## src/strap_cfg_pkg.sv

```systemverilog
// Purpose: shared constants and types for the strap configuration loader
// Assumes: one 10 MHz clock, straps stable around reset release
// Notes: pull defaults double as the configuration shown during reset
package strap_cfg_pkg;

  // ****************************************
  // clocking and timing
  // ****************************************
  localparam int unsigned CLK_HZ = 10_000_000;
  localparam int unsigned REFCLK_HZ = 25_000_000;
  // half period in clock cycles, floored, never below one
  localparam int unsigned REFCLK_HALF_RAW = CLK_HZ / (2 * REFCLK_HZ);
  localparam int unsigned REFCLK_HALF_CYC =
    (REFCLK_HALF_RAW < 1) ? 1 : REFCLK_HALF_RAW;
  localparam int unsigned EXT_N_A_STRETCH_CYC = 16;

  // ****************************************
  // internal pull levels of the straps
  // ****************************************
  localparam logic PULL_HOST_ROLE = 1'b1;
  localparam logic PULL_ISOLATE = 1'b1;
  localparam logic PULL_SPEED = 1'b1;
  localparam logic PULL_ADDR_LO = 1'b1;
  localparam logic PULL_ADDR_HI = 1'b0;
  localparam logic PULL_MEM_CFG = 1'b0;
  localparam logic PULL_BOOT_SRC = 1'b0;
  localparam logic PULL_DUPLEX = 1'b1;

  // ****************************************
  // encodings
  // ****************************************
  localparam logic ROLE_PHY = 1'b0;
  localparam logic ROLE_MAC = 1'b1;
  localparam logic SPEED_10 = 1'b0;
  localparam logic SPEED_100 = 1'b1;
  localparam logic DUPLEX_HALF = 1'b0;
  localparam logic DUPLEX_FULL = 1'b1;
  localparam logic SRC_HOST = 1'b0;
  localparam logic SRC_FLASH = 1'b1;
  localparam int unsigned MGMT_ADDR_W = 5;
  localparam int unsigned MGMT_ADDR_LSB = 3;

  // raw strap levels
  typedef struct packed {
    logic hostRole;
    logic isolate;
    logic speed;
    logic duplex;
    logic addrLo;
    logic addrHi;
    logic memCfg;
    logic bootSrc;
  } strap_s;

  // decoded configuration
  typedef struct packed {
    logic macMode;
    logic speed100;
    logic isolated;
    logic fullDuplex;
    logic [MGMT_ADDR_W-1:0] mgmtAddr;
    logic sdramFromFlash;
    logic codeFromFlash;
  } cfg_s;

  localparam strap_s STRAP_PULLS = '{
    hostRole: PULL_HOST_ROLE, isolate: PULL_ISOLATE, speed: PULL_SPEED,
    duplex: PULL_DUPLEX, addrLo: PULL_ADDR_LO, addrHi: PULL_ADDR_HI,
    memCfg: PULL_MEM_CFG, bootSrc: PULL_BOOT_SRC};

endpackage : strap_cfg_pkg

```

## src/strap_boot_config_reset.sv

```systemverilog
// Purpose: sample straps at reset release, decode mode and boot plan,
//   drive a stretched PHY reset and the PHY reference clock
// Assumes: straps held stable at the release of arst_n
// Notes: refclk rate is limited by ref_clk; see divider comment
module strap_boot_config_reset
  import strap_cfg_pkg::*;
#(
  parameter int unsigned STRETCH_CYC = EXT_N_A_STRETCH_CYC
) (
  // clock and reset
  input wire logic ref_clk,
  input wire logic arst_n,
  // strap pins, levels include the internal pulls
  input wire logic host_role_strap,
  input wire logic isolate_strap,
  input wire logic speedStrap,
  input wire logic mgmt_addr_strap_lo,
  input wire logic mgmt_addr_strap_hi,
  input wire logic memCfgStrap,
  input wire logic boot_src_strap,
  // reference clock pin, shared with the duplex strap
  input wire logic ext_phy_refclk_in,
  output logic ext_phy_refclk_out,
  output logic ext_phy_refclk_oe,
  // external PHY reset
  output logic ext_n_a,
  // decoded configuration and MII drive control
  output cfg_s cfgOut,
  output logic cfgValid,
  output logic miiOutEn,
  output logic rxErOutEn
);

  // ****************************************
  // sizes and the reset image
  // ****************************************
  // a zero stretch still keeps a one-bit counter so the width stays legal
  localparam int unsigned STRETCH_W =
    (STRETCH_CYC < 1) ? 1 : $clog2(STRETCH_CYC + 1);
  localparam int unsigned DIV_W = $clog2(REFCLK_HALF_CYC + 1);
  localparam logic [STRETCH_W-1:0] STRETCH_LOAD = STRETCH_W'(STRETCH_CYC);
  localparam logic [DIV_W-1:0] DIV_LAST = DIV_W'(REFCLK_HALF_CYC - 1);

  // ****************************************
  // phase, configuration and pin registers
  // ****************************************
  typedef enum logic [1:0] {ST_CAPTURE, ST_STRETCH, ST_RUN} phase_e;

  phase_e phase_r;
  phase_e phase_nxt;
  strap_s straps;
  cfg_s cfg_r;
  cfg_s cfg_nxt;
  logic [STRETCH_W-1:0] stretchCnt_r;
  logic [DIV_W-1:0] divCnt_r;
  logic divWrap;
  logic refclk_r;
  logic refclkOe_r;
  logic phyRstN_r;
  logic valid_r;
  logic miiEn_r;
  logic rxErEn_r;

  // ****************************************
  // strap decoding
  // ****************************************
  // the role strap alone picks the MII side
  function automatic logic is_mac(input strap_s s);
    return (s.hostRole == ROLE_MAC);
  endfunction : is_mac

  // address straps sit just above MGMT_ADDR_LSB zero bits
  function automatic logic [MGMT_ADDR_W-1:0] mgmt_addr(input strap_s s);
    logic [MGMT_ADDR_W-1:0] a;
    a = MGMT_ADDR_W'({s.addrHi, s.addrLo});
    a = a << MGMT_ADDR_LSB;
    return a;
  endfunction : mgmt_addr

  // result is {applet from flash, code from flash}; boot flash with a
  // host applet simply takes each strap at its own meaning
  function automatic logic [1:0] boot_plan(input strap_s s);
    logic [1:0] p;
    p = {SRC_HOST, SRC_HOST};
    case ({s.bootSrc, s.memCfg})
      {SRC_HOST, SRC_HOST}: begin
        p = {SRC_HOST, SRC_HOST};
      end
      {SRC_HOST, SRC_FLASH}: begin
        p = {SRC_FLASH, SRC_HOST};
      end
      {SRC_FLASH, SRC_HOST}: begin
        p = {SRC_HOST, SRC_FLASH};
      end
      {SRC_FLASH, SRC_FLASH}: begin
        p = {SRC_FLASH, SRC_FLASH};
      end
      default: begin
        p = {SRC_HOST, SRC_HOST};
      end
    endcase
    return p;
  endfunction : boot_plan

  // pin drive follows the latched mode only, never the reset image
  function automatic logic mac_live(input logic v, input cfg_s c);
    return v && c.macMode;
  endfunction : mac_live

  function automatic logic phy_live(input logic v, input cfg_s c);
    return v && !c.macMode;
  endfunction : phy_live

  // speed, isolate, duplex and address straps only act in PHY mode; MAC mode reports zeros for them
  function automatic cfg_s decode(input strap_s s);
    cfg_s c;
    logic [1:0] plan;
    c = '0;
    plan = boot_plan(s);
    c.macMode = is_mac(s);
    if (!is_mac(s)) begin
      c.speed100 = (s.speed == SPEED_100);
      c.isolated = s.isolate;
      c.fullDuplex = (s.duplex == DUPLEX_FULL);
      c.mgmtAddr = mgmt_addr(s);
    end
    c.sdramFromFlash = (plan[1] == SRC_FLASH);
    c.codeFromFlash = (plan[0] == SRC_FLASH);
    return c;
  endfunction : decode

  // shown while reset is held: the pull levels alone
  localparam cfg_s CFG_PULLS = decode(STRAP_PULLS);

  // ****************************************
  // strap capture
  // ****************************************
  assign straps = '{
    hostRole: host_role_strap,
    isolate: isolate_strap,
    speed: speedStrap,
    duplex: ext_phy_refclk_in,
    addrLo: mgmt_addr_strap_lo,
    addrHi: mgmt_addr_strap_hi,
    memCfg: memCfgStrap,
    bootSrc: boot_src_strap};

  // only the capture edge looks at the pins; firmware may drive LEDs on
  // them afterwards without disturbing the mode
  assign cfg_nxt =
    (phase_r == ST_CAPTURE) ? decode(straps) : cfg_r;

  // ****************************************
  // reset phases
  // ****************************************
  always_comb begin
    phase_nxt = phase_r;
    case (phase_r)
      ST_CAPTURE: begin
        phase_nxt = ST_STRETCH;
      end
      ST_STRETCH: begin
        if (stretchCnt_r == '0) begin
          phase_nxt = ST_RUN;
        end
      end
      ST_RUN: begin
        phase_nxt = ST_RUN;
      end
      default: begin
        phase_nxt = ST_CAPTURE;
      end
    endcase
  end

  always_ff @(posedge ref_clk or negedge arst_n) begin
    if (!arst_n) begin
      phase_r <= ST_CAPTURE;
    end else begin
      phase_r <= phase_nxt;
    end
  end

  // ****************************************
  // latched configuration
  // ****************************************
  always_ff @(posedge ref_clk or negedge arst_n) begin
    if (!arst_n) begin
      cfg_r <= CFG_PULLS;
    end else begin
      cfg_r <= cfg_nxt;
    end
  end

  // valid rises on the capture edge and holds until the next reset
  always_ff @(posedge ref_clk or negedge arst_n) begin
    if (!arst_n) begin
      valid_r <= 1'b0;
    end else if (phase_r == ST_CAPTURE) begin
      valid_r <= 1'b1;
    end
  end

  // ****************************************
  // stretched PHY reset
  // ****************************************
  // the count starts on the edge after capture, so the PHY leaves reset
  // STRETCH_CYC + 2 edges after the release
  always_ff @(posedge ref_clk or negedge arst_n) begin
    if (!arst_n) begin
      stretchCnt_r <= STRETCH_LOAD;
    end else if (phase_r == ST_STRETCH && stretchCnt_r != '0) begin
      stretchCnt_r <= stretchCnt_r - 1'b1;
    end
  end

  always_ff @(posedge ref_clk or negedge arst_n) begin
    if (!arst_n) begin
      phyRstN_r <= 1'b0;
    end else begin
      phyRstN_r <= (phase_nxt == ST_RUN);
    end
  end

  // ****************************************
  // reference clock
  // ****************************************
  // a 10 MHz clock cannot reach 25 MHz; the divider floors at one cycle,
  // so a faster ref_clk is needed for the true rate
  assign divWrap = (divCnt_r >= DIV_LAST);

  always_ff @(posedge ref_clk or negedge arst_n) begin
    if (!arst_n) begin
      divCnt_r <= '0;
    end else if (!mac_live(valid_r, cfg_r) || divWrap) begin
      divCnt_r <= '0;
    end else begin
      divCnt_r <= divCnt_r + 1'b1;
    end
  end

  // the clock parks low outside MAC mode so a later enable starts clean
  always_ff @(posedge ref_clk or negedge arst_n) begin
    if (!arst_n) begin
      refclk_r <= 1'b0;
    end else if (!mac_live(valid_r, cfg_r)) begin
      refclk_r <= 1'b0;
    end else if (divWrap) begin
      refclk_r <= ~refclk_r;
    end
  end

  always_ff @(posedge ref_clk or negedge arst_n) begin
    if (!arst_n) begin
      refclkOe_r <= 1'b0;
    end else begin
      refclkOe_r <= mac_live(valid_r, cfg_r);
    end
  end

  // ****************************************
  // MII drive
  // ****************************************
  always_ff @(posedge ref_clk or negedge arst_n) begin
    if (!arst_n) begin
      miiEn_r <= 1'b0;
    end else begin
      miiEn_r <= phy_live(valid_r, cfg_r) && !cfg_r.isolated;
    end
  end

  // receive error keeps driving even when isolated, so it cannot share
  // a bus with other drivers
  always_ff @(posedge ref_clk or negedge arst_n) begin
    if (!arst_n) begin
      rxErEn_r <= 1'b0;
    end else begin
      rxErEn_r <= phy_live(valid_r, cfg_r);
    end
  end

  // ****************************************
  // outputs, straight from the registers
  // ****************************************
  assign ext_phy_refclk_out = refclk_r;
  assign ext_phy_refclk_oe = refclkOe_r;
  assign ext_n_a = phyRstN_r;
  assign cfgOut = cfg_r;
  assign cfgValid = valid_r;
  assign miiOutEn = miiEn_r;
  assign rxErOutEn = rxErEn_r;

endmodule : strap_boot_config_reset

```

## config.mk

```make
export PLATFORM = sky130hd
export DESIGN_NAME = strap_boot_config_reset
export DESIGN_NICKNAME = d
export VERILOG_FILES = /design/src/strap_cfg_pkg.sv /design/src/strap_boot_config_reset.sv
export SDC_FILE = /design/constraint.sdc
export NUM_CORES = 1
export LEC_CHECK = 0
export BUFFER_PORTS_ARGS = -buffer_cell sky130_fd_sc_hd__buf_2
export CORE_UTILIZATION = 52
export CTS_CLUSTER_DIAMETER = 60
export DETAILED_ROUTE_END_ITERATION = 8
export GPL_ROUTABILITY_DRIVEN = 1
export PLACE_DENSITY = 0.89
export SYNTH_ARGS = -nofsm -noshare
export SYNTH_HDL_FRONTEND = slang
export SYNTH_SLANG_ARGS = --single-unit
```

## constraint.sdc

```tcl
create_clock -name ref_clk -period 3.66 [get_ports ref_clk]
set_clock_uncertainty 0.05 [all_clocks]
set_input_delay 0.732 -clock ref_clk [delete_from_list [all_inputs] [get_ports ref_clk]]
set_output_delay 0.732 -clock ref_clk [all_outputs]
set_load 0.05 [all_outputs]
```

==> summary.txt, run 1 <==
Drt
  • Via count: 604
  • Per-cell routed wire length: 11.6 um
  • Post-Route WL: between 1 and 1.5 mm
  • Residual DRC: 0
  • 1st-pass router iterations: 4
  • Number of vias per cell: 5.12
  • Routed Antenna Nets: 0
  • Initial DRC count: 7

Floorplanning
  • Die area: between 1500 and 2000 um^2
  • Die H: about 43 um
  • Die width: 42.6 um
  • Ports: 27
  • Initial Util: 56.2%
  • Num rows: 14
  • Core area: roughly 1500 um^2

Clock network
  • Setup bufs post-CTS: 0
  • CTS root buf: clkbuf_4
  • CTS resizes: 0
  • Cts bufs inserted: 3
  • Max Root-Sink Buffers: 2
  • CTS tree: built
  • Htree depth: 1
  • Clock sink count: 21
  • CTS clk-pin slew, worst paths: 120 ps
  • Clock Latency Late Sink: 300 ps
  • Hold Buf Count CTS: 0

Timing
  • RSZ-0062 raised after global routing: false
  • Final hold vios: 0
  • Final hold slack: 301 ps
  • Final setup fails: 0
  • Final Max Tran Viols: 0
  • Worst Max-Slew Pin Slew: 505 ps
  • Post-route minimum period: 1910 ps
  • Final WS setup: 1750 ps
  • TNS Setup: 0 ps
  • Slew HR: about two thirds
  • Final worst-path cycle share: between 50% and 60%
  • Max Clock Freq: about 520 MHz

Pwr
  • Overall Power: 0.406 mW
  • Clk network pwr share: 26.8%
  • Internal power: 0.292 mW
  • Combinational power share: 13.5%
  • Pwr dens: 407 nW/um^2
  • Sw power: 0.115 mW
  • Sw Ratio: 28.2%
  • Leakage power: 0.531 nW
  • Maximum vdd drop: roughly 0.27 mV
  • Part of the power in registers: between 50% and 60%

Critical path
  • Data required time at the worst endpoint: ~2900 ps
  • Crit path arrival time: 1130 ps
  • FF-to-FF End: stretchCnt_r[3]
  • End of the critical path: cfgOut[10]
  • Startpoint class of the critical path: register
  • Setup Crit Path Kind: reg2out
  • Critical path depth in cells: 1
  • Largest stage delay, worst path: around 560 ps
  • Crit path max fanout: 4
  • Worst-path cell chain: buf_2
  • CP endpoint kind: output port
  • R2R Setup Slk: 2160 ps
  • R2R depth: 5
  • R2R Path Start: stretchCnt_r[0]
  • Top cell family by delay on the critical path: flip-flops
  • CP max stage cell: dfstp_2
  • WP buf/inv: 1
  • Critical path origin: cfgOut[10]

Min path
  • Hold Path Class: in2async

Finish
  • Layout cells sized above 1: 32.4%
  • Post-layout util: between 60 and 70%
  • Fin area: between 900 and 1000 um^2
  • # fillers: 113
  • Sequential cell area: ~530 um^2
  • Non-filler cells in the finished layout: approximately 120
  • Multi-input gate area: 298 um^2
  • Synth-to-layout area growth: 16.6%
  • Nets: 114
  • Ant diodes: 0

Yosys
  • EDFF count, synth: 0
  • Distinct cells, synth: 25
  • YS warnings: 0
  • FFs w/ async S/R, synth: 100%
  • Synth Area per Inst: 11.1 um^2
  • Post-synth top flop: dfrtp_1
  • Cell taking the most area after synthesis: dfrtp_1
  • Synth top area share: between 50% and 60%
  • Synth Cell Area: 857 um^2
  • Cells after Synth: 77
  • Flops & latches, synth: 21
  • Sequential area share after synthesis: 61.6%
  • Synth top cells by count: dfrtp_1 (19), nand2_1 (19), nand3b_1 (6)
  • Synth top area cells: dfrtp_1 (55%), nand2_1 (8.3%), dfstp_2 (6.1%), nand3b_1 (5.3%), nor4b_4 (2.8%)

GRT
  • First-pass GRT wire length: 2.30 mm
  • Pin count of the biggest net entering global routing: 22
  • Vias in the first global route: 550
  • GRT Util Overall: between 10% and 20%
  • Initial antenna violation count: 0
  • Gr ovfl total: 0

Place
  • Placed insts: 114
  • Post-DP Area: 972 um^2
  • Pre-CTS setup slack: between 2000 and 2500 ps
  • GPL Wtd Cong: 0.679
  • Post-DP HPWL: 999 um
  • Port buffer count: 23

Outcome
  • Status: finished, final reports clean

Run
  • Max-cap violations: 0
[worst min path at each step]
stage | cells after the start | slack (ps) | end
finish | 1 | 300 | cfgOut[6]
global route | 1 | 340 | ext_n_a
CTS | 1 | 320 | rxErOutEn
detailed placement | 1 | 370 | ext_phy_refclk_out
global placement | 1 | 360 | ext_phy_refclk_out
floorplan | 0 | 390 | cfgOut[0]
[registers in the layout, indices dropped and copies added, names as in the netlist]
register            count
ext_phy_refclk_out      1
cfgValid                1
ext_n_a                 1
rxErOutEn               1
phase_r                 2
ext_phy_refclk_oe       1
cfgOut                  8
stretchCnt_r            5
miiOutEn                1
[layer usage]
metal / vias to the layer above / track usage [%] / share of wire, %
met5: - / 0 / 0
met4: 0 / 9.38 / 2.5
met3: 4 / 2.59 / 4.2
met2: 21 / 29.2 / 51
met1: 285 / 21.6 / 42
li1: 294 / - / -
[logic make-up after synthesis]
group | count (synthesis) | synth area share (%)
AO/OA/AOI/OAI | 5 | 3.80
XOR/XNOR | 1 | 1.02
adder cells (fa/ha/maj) | 1 | 1.46
buffers and inverters | 7 | 4.52
flip-flops | 21 | 61.6
multiplexers | 2 | 2.48
other | 1 | 0.438
AND/OR/NAND/NOR | 39 | 24.7
[layout by cell type (no fill, tap or decap), types with 3 or more instances in the layout]
cell type and count:
inv_1 3, dfrtp_1 19, nor2_1 3, nand2_1 19
buf_2 23, clkbuf_4 3, conb_1 3, nand3b_1 6
nor2b_1 3
[power by group through the flow]
stage	logic (mW)	clock network (mW)	registers, mW
detailed placement	0.0558	0	0.247
global route	0.0583	0.120	0.243
floorplan	0.0146	0	0.273
finish	0.0550	0.109	0.243
global placement	0.0549	0	0.247
CTS	0.0556	0.114	0.243
[cell type report]
| type | count | area share (%) |
|---|---|---|
| clock buffers | 3 | 2.25 |
| well taps | 16 | 2.00 |
| repair buffers | 23 | 11.5 |
| multi-input cells | 51 | 29.8 |
| clock inverters | 1 | 0.501 |
| inverters | 3 | 1.13 |
| flip-flops and latches | 21 | 52.8 |
No activity file was read; power rests on OpenSTA's default activity.
==> inputs of run 2 (changes only) <==
--- a/config.mk
+++ b/config.mk
@@ -5,12 +5,13 @@
 export SDC_FILE = /design/constraint.sdc
 export NUM_CORES = 1
 export LEC_CHECK = 0
+export ABC_AREA = 1
 export BUFFER_PORTS_ARGS = -buffer_cell sky130_fd_sc_hd__buf_2
-export CORE_UTILIZATION = 52
+export CORE_UTILIZATION = 44
 export CTS_CLUSTER_DIAMETER = 60
 export DETAILED_ROUTE_END_ITERATION = 8
 export GPL_ROUTABILITY_DRIVEN = 1
-export PLACE_DENSITY = 0.89
+export PLACE_DENSITY = 0.81
 export SYNTH_ARGS = -nofsm -noshare
 export SYNTH_HDL_FRONTEND = slang
 export SYNTH_SLANG_ARGS = --single-unit
==> constraint.sdc (replaced) <==
create_clock -name ref_clk -period 1.6 [get_ports ref_clk]
set_clock_uncertainty 0.05 [all_clocks]
set_input_delay 0.32 -clock ref_clk [delete_from_list [all_inputs] [get_ports ref_clk]]
set_output_delay 0.32 -clock ref_clk [all_outputs]
set_load 0.05 [all_outputs]
==> run 2 against run 1 <==
Net effect:
- hold slack lost 140 ps
- die area grew 20%
- sequential cell count is the same
- global-route usage shrank 1.1 points
- routed wire length grew 6.9%
- largest power group unchanged
- utilization shrank 7.4 points
- via count grew 3.3%
==> summary.txt, run 2 <==
Outcome
  • Status: finished, final reports clean (unchanged)

Place
  • Pre-CTS setup slack: 316 ps (was 2090 ps)
  • GPL Wtd Cong: 0.701 (was 0.679)
  • Post-DP Area: 1010 um^2 (was 972 um^2)
  • Post-DP HPWL: 1.13 mm (was 999 um)
  • Port buffer count: 23 (unchanged)

Timing
  • TNS Setup: 0 ps (unchanged)
  • Post-route minimum period: approximately 1500 ps
  • RSZ-0062 raised after global routing: false (unchanged)
  • Final setup fails: 0 (unchanged)
  • Final worst-path cycle share: 94.4%
  • Final Max Tran Viols: 0 (unchanged)
  • Max Clock Freq: 662 MHz
  • Final WS setup: 88.9 ps (was 1750 ps)
  • Final hold vios: 0 (unchanged)

GRT
  • Gr ovfl total: 0 (unchanged)
  • GRT Util Overall: 16.3% (was 17.4%)
  • Pin count of the biggest net entering global routing: 22 (unchanged)
  • First-pass GRT wire length: 2.48 mm (was 2.30 mm)
  • Initial antenna violation count: 0 (unchanged)
  • Vias in the first global route: 579 (was 550)

Min path
  • Hold path depth: 3
  • Hold wc startpoint: mgmt_addr_strap_hi
  • Hold Path Class: in2reg (was in2async)
  • Hold EP: cfgOut[6]

Pwr
  • Part of the power in registers: 59.7% (about the same)
  • Overall Power: 0.932 mW (was 0.406 mW)
  • Clk network pwr share: 26.7% (was 26.8%)
  • Maximum vdd drop: 0.497 mV (was 0.273 mV)
  • Pwr dens: 888 nW/um^2 (was 407 nW/um^2)
  • Combinational power share: 13.6% (was 13.5%)
  • Internal power: 0.671 mW (was 0.292 mW)
  • Leakage power: 0.598 nW (was 0.531 nW)
  • Sw power: 0.260 mW (was 0.115 mW)
  • Sw Ratio: 27.9% (was 28.2%)

Critical path
  • Startpoint class of the critical path: register (unchanged)
  • FF-to-FF End: stretchCnt_r[3] (unchanged)
  • Largest stage delay, worst path: 580 ps (was 560 ps)
  • R2R depth: 7 (was 5)
  • Crit path arrival time: 1140 ps (was 1130 ps)
  • CP endpoint kind: output port (unchanged)
  • Critical path origin: cfgOut[10] (unchanged)
  • Data required time at the worst endpoint: 1230 ps (was 2880 ps)
  • Top cell family by delay on the critical path: flip-flops (unchanged)
  • R2R Setup Slk: 290 ps (was 2160 ps)
  • R2R Path Start: stretchCnt_r[0] (unchanged)
  • Worst-path cell chain: buf_2 (unchanged)
  • CP max stage cell: dfstp_2 (unchanged)
  • Setup Crit Path Kind: reg2out (unchanged)
  • Crit path max fanout: 5 (was 4)
  • WP buf/inv: 1 (unchanged)

Yosys
  • EDFF count, synth: 0 (unchanged)
  • Synth top cells by count: nand2_1 (34), dfrtp_1 (19), inv_1 (7), nor2_1 (7), buf_4 (3) (was dfrtp_1 (19), nand2_1 (19), nand3b_1 (6))
  • FFs w/ async S/R, synth: 100% (unchanged)
  • Distinct cells, synth: 21 (was 25)
  • Sequential area share after synthesis: 59.9% (was 61.6%)
  • Synth top area cells: dfrtp_1 (54%), nand2_1 (14%), dfstp_2 (6.0%), inv_1 (3.0%), nor2_1 (3.0%) (was dfrtp_1 (55%), nand2_1 (8.3%), dfstp_2 (6.1%), nand3b_1 (5.3%), nor4b_4 (2.8%))
  • Post-synth top flop: dfrtp_1 (unchanged)
  • Cell taking the most area after synthesis: dfrtp_1 (unchanged)
  • YS warnings: 0 (unchanged)
  • Synth Cell Area: 881 um^2 (was 857 um^2)
  • Cells after Synth: 90 (was 77)
  • Flops & latches, synth: 21 (unchanged)
  • Most numerous cell in the Yosys netlist: nand2_1
  • Synth Area per Inst: 9.79 um^2 (was 11.1 um^2)
  • Synth top area share: 54.0% (was 55.5%)

Clock network
  • CTS tree: built (unchanged)
  • Htree depth: 1 (unchanged)
  • Clock Latency Late Sink: 300 ps (about the same)
  • CTS resizes: 0 (unchanged)
  • Max Root-Sink Buffers: 2 (unchanged)
  • CTS clk-pin slew, worst paths: 110 ps (was 120 ps)
  • Cts bufs inserted: 3 (unchanged)
  • Clock sink count: 21 (unchanged)
  • CTS root buf: clkbuf_4 (unchanged)
  • Hold Buf Count CTS: 1 (was 0)
  • Setup bufs post-CTS: 0 (unchanged)

Finish
  • Layout cells sized above 1: 31.6% (was 32.4%)
  • Ant diodes: 0 (unchanged)
  • Synth-to-layout area growth: 19.0% (was 16.6%)
  • Nets: 129 (was 114)
  • Commonest non-fill, non-tap cell in the layout: nand2_1 (was buf_2)
  • Max FFs per register: 8 (unchanged)
  • Most frequent cells in the layout: nand2_1 (34), buf_2 (23), dfrtp_1 (19) (was buf_2 (23), nand2_1 (19), dfrtp_1 (19))
  • Fin area: 1050 um^2 (was 1000 um^2)
  • # fillers: 176 (was 113)

Drt
  • Per-cell routed wire length: 10.3 um (was 11.6 um)
  • Routed Antenna Nets: 0 (unchanged)
  • Initial DRC count: 4 (was 7)
  • Via count: 624 (was 604)
  • 1st-pass router iterations: 4 (unchanged)
  • Residual DRC: 0 (unchanged)
  • Post-Route WL: 1.47 mm (was 1.37 mm)
  • Number of vias per cell: 4.39 (was 5.12)

Floorplanning
  • Die area: 2180 um^2 (was 1810 um^2)
  • Initial Util: 48.9% (was 56.2%)
  • Die width: 46.7 um (was 42.6 um)
  • Num rows: 15 (was 14)
  • Ports: 27 (unchanged)
  • Core area: 1800 um^2 (was 1520 um^2)
  • Die H: 46.7 um (was 42.6 um)

Run
  • Max-cap violations: 0 (unchanged)
[run 2: changes by cell type in the layout (fill, tap and decap cells not counted), sizes merged, moves of 2 or more]
cell,change
inv,+6
nor2b,-3
nor2,+8
nand2b,-2
nand2,+17
nand3b,-5
[run 2: worst reg2reg max path, delay by kind of cell, from the launching register on]
family | cells | cell delay, ps
flip-flops | 1 | 390
AND/OR/NAND/NOR | 4 | 350
adder cells (fa/ha/maj) | 1 | 250
buffers and inverters | 2 | 170
[run 2: kinds of logic after synthesis]
family / Yosys count / synth area share [%]
DFF: 21 / 59.9
buffers and inverters: 12 / 6.68
other: 1 / 0.426
and+or+nand+nor: 51 / 28.7
adders and majority gates: 1 / 1.42
AOI/OAI and AO/OA: 3 / 1.85
xor gates and xnor gates: 1 / 0.994
[run 2: area by class of cell]
type	count	area (um^2)	share of cell area (%)
sequential	21	528	50.4
multi-input combinational	59	302	28.8
timing repair buffer	24	125	11.9
inverter	9	36.3	3.46
tap	25	31.3	2.98
clock buffer	4	26.3	2.51
[run 2: layer usage]
layer  GRT usage (%)  wire (um)
met1            21.2        683
met4            6.86         12
met5               0          0
met3            2.31         72
met2            27.5        696
[run 2: power groups by stage]
stage / Combinational [mW] / Sequential, mW / Clock (mW)
2_1_floorplan: 0.0321 / 0.625 / 0
3_3_place_gp: 0.125 / 0.566 / 0
3_5_place_dp: 0.126 / 0.566 / 0
5_1_grt: 0.135 / 0.559 / 0.268
4_1_cts: 0.128 / 0.557 / 0.256
6_report: 0.127 / 0.556 / 0.249
[run 2: worst max path at each step]
stage | endpoint | slack, ps | cells after the start
global placement | stretchCnt_r[3] | 400 | 7
finish | cfgOut[10] | 90 | 1
global route | cfgOut[10] | 60 | 1
CTS | cfgOut[10] | 80 | 1
detailed placement | stretchCnt_r[3] | 320 | 7
floorplan | stretchCnt_r[3] | 430 | 7
[run 2: metrics by stage]
step	util (%)	cells	hold WS [ps]
finish	58.2	142	158
global route	58.2	142	162
CTS	58.2	142	155
detailed placement	56.2	137	242
global placement	56.2	137	242
floorplan	-	92	-25.6
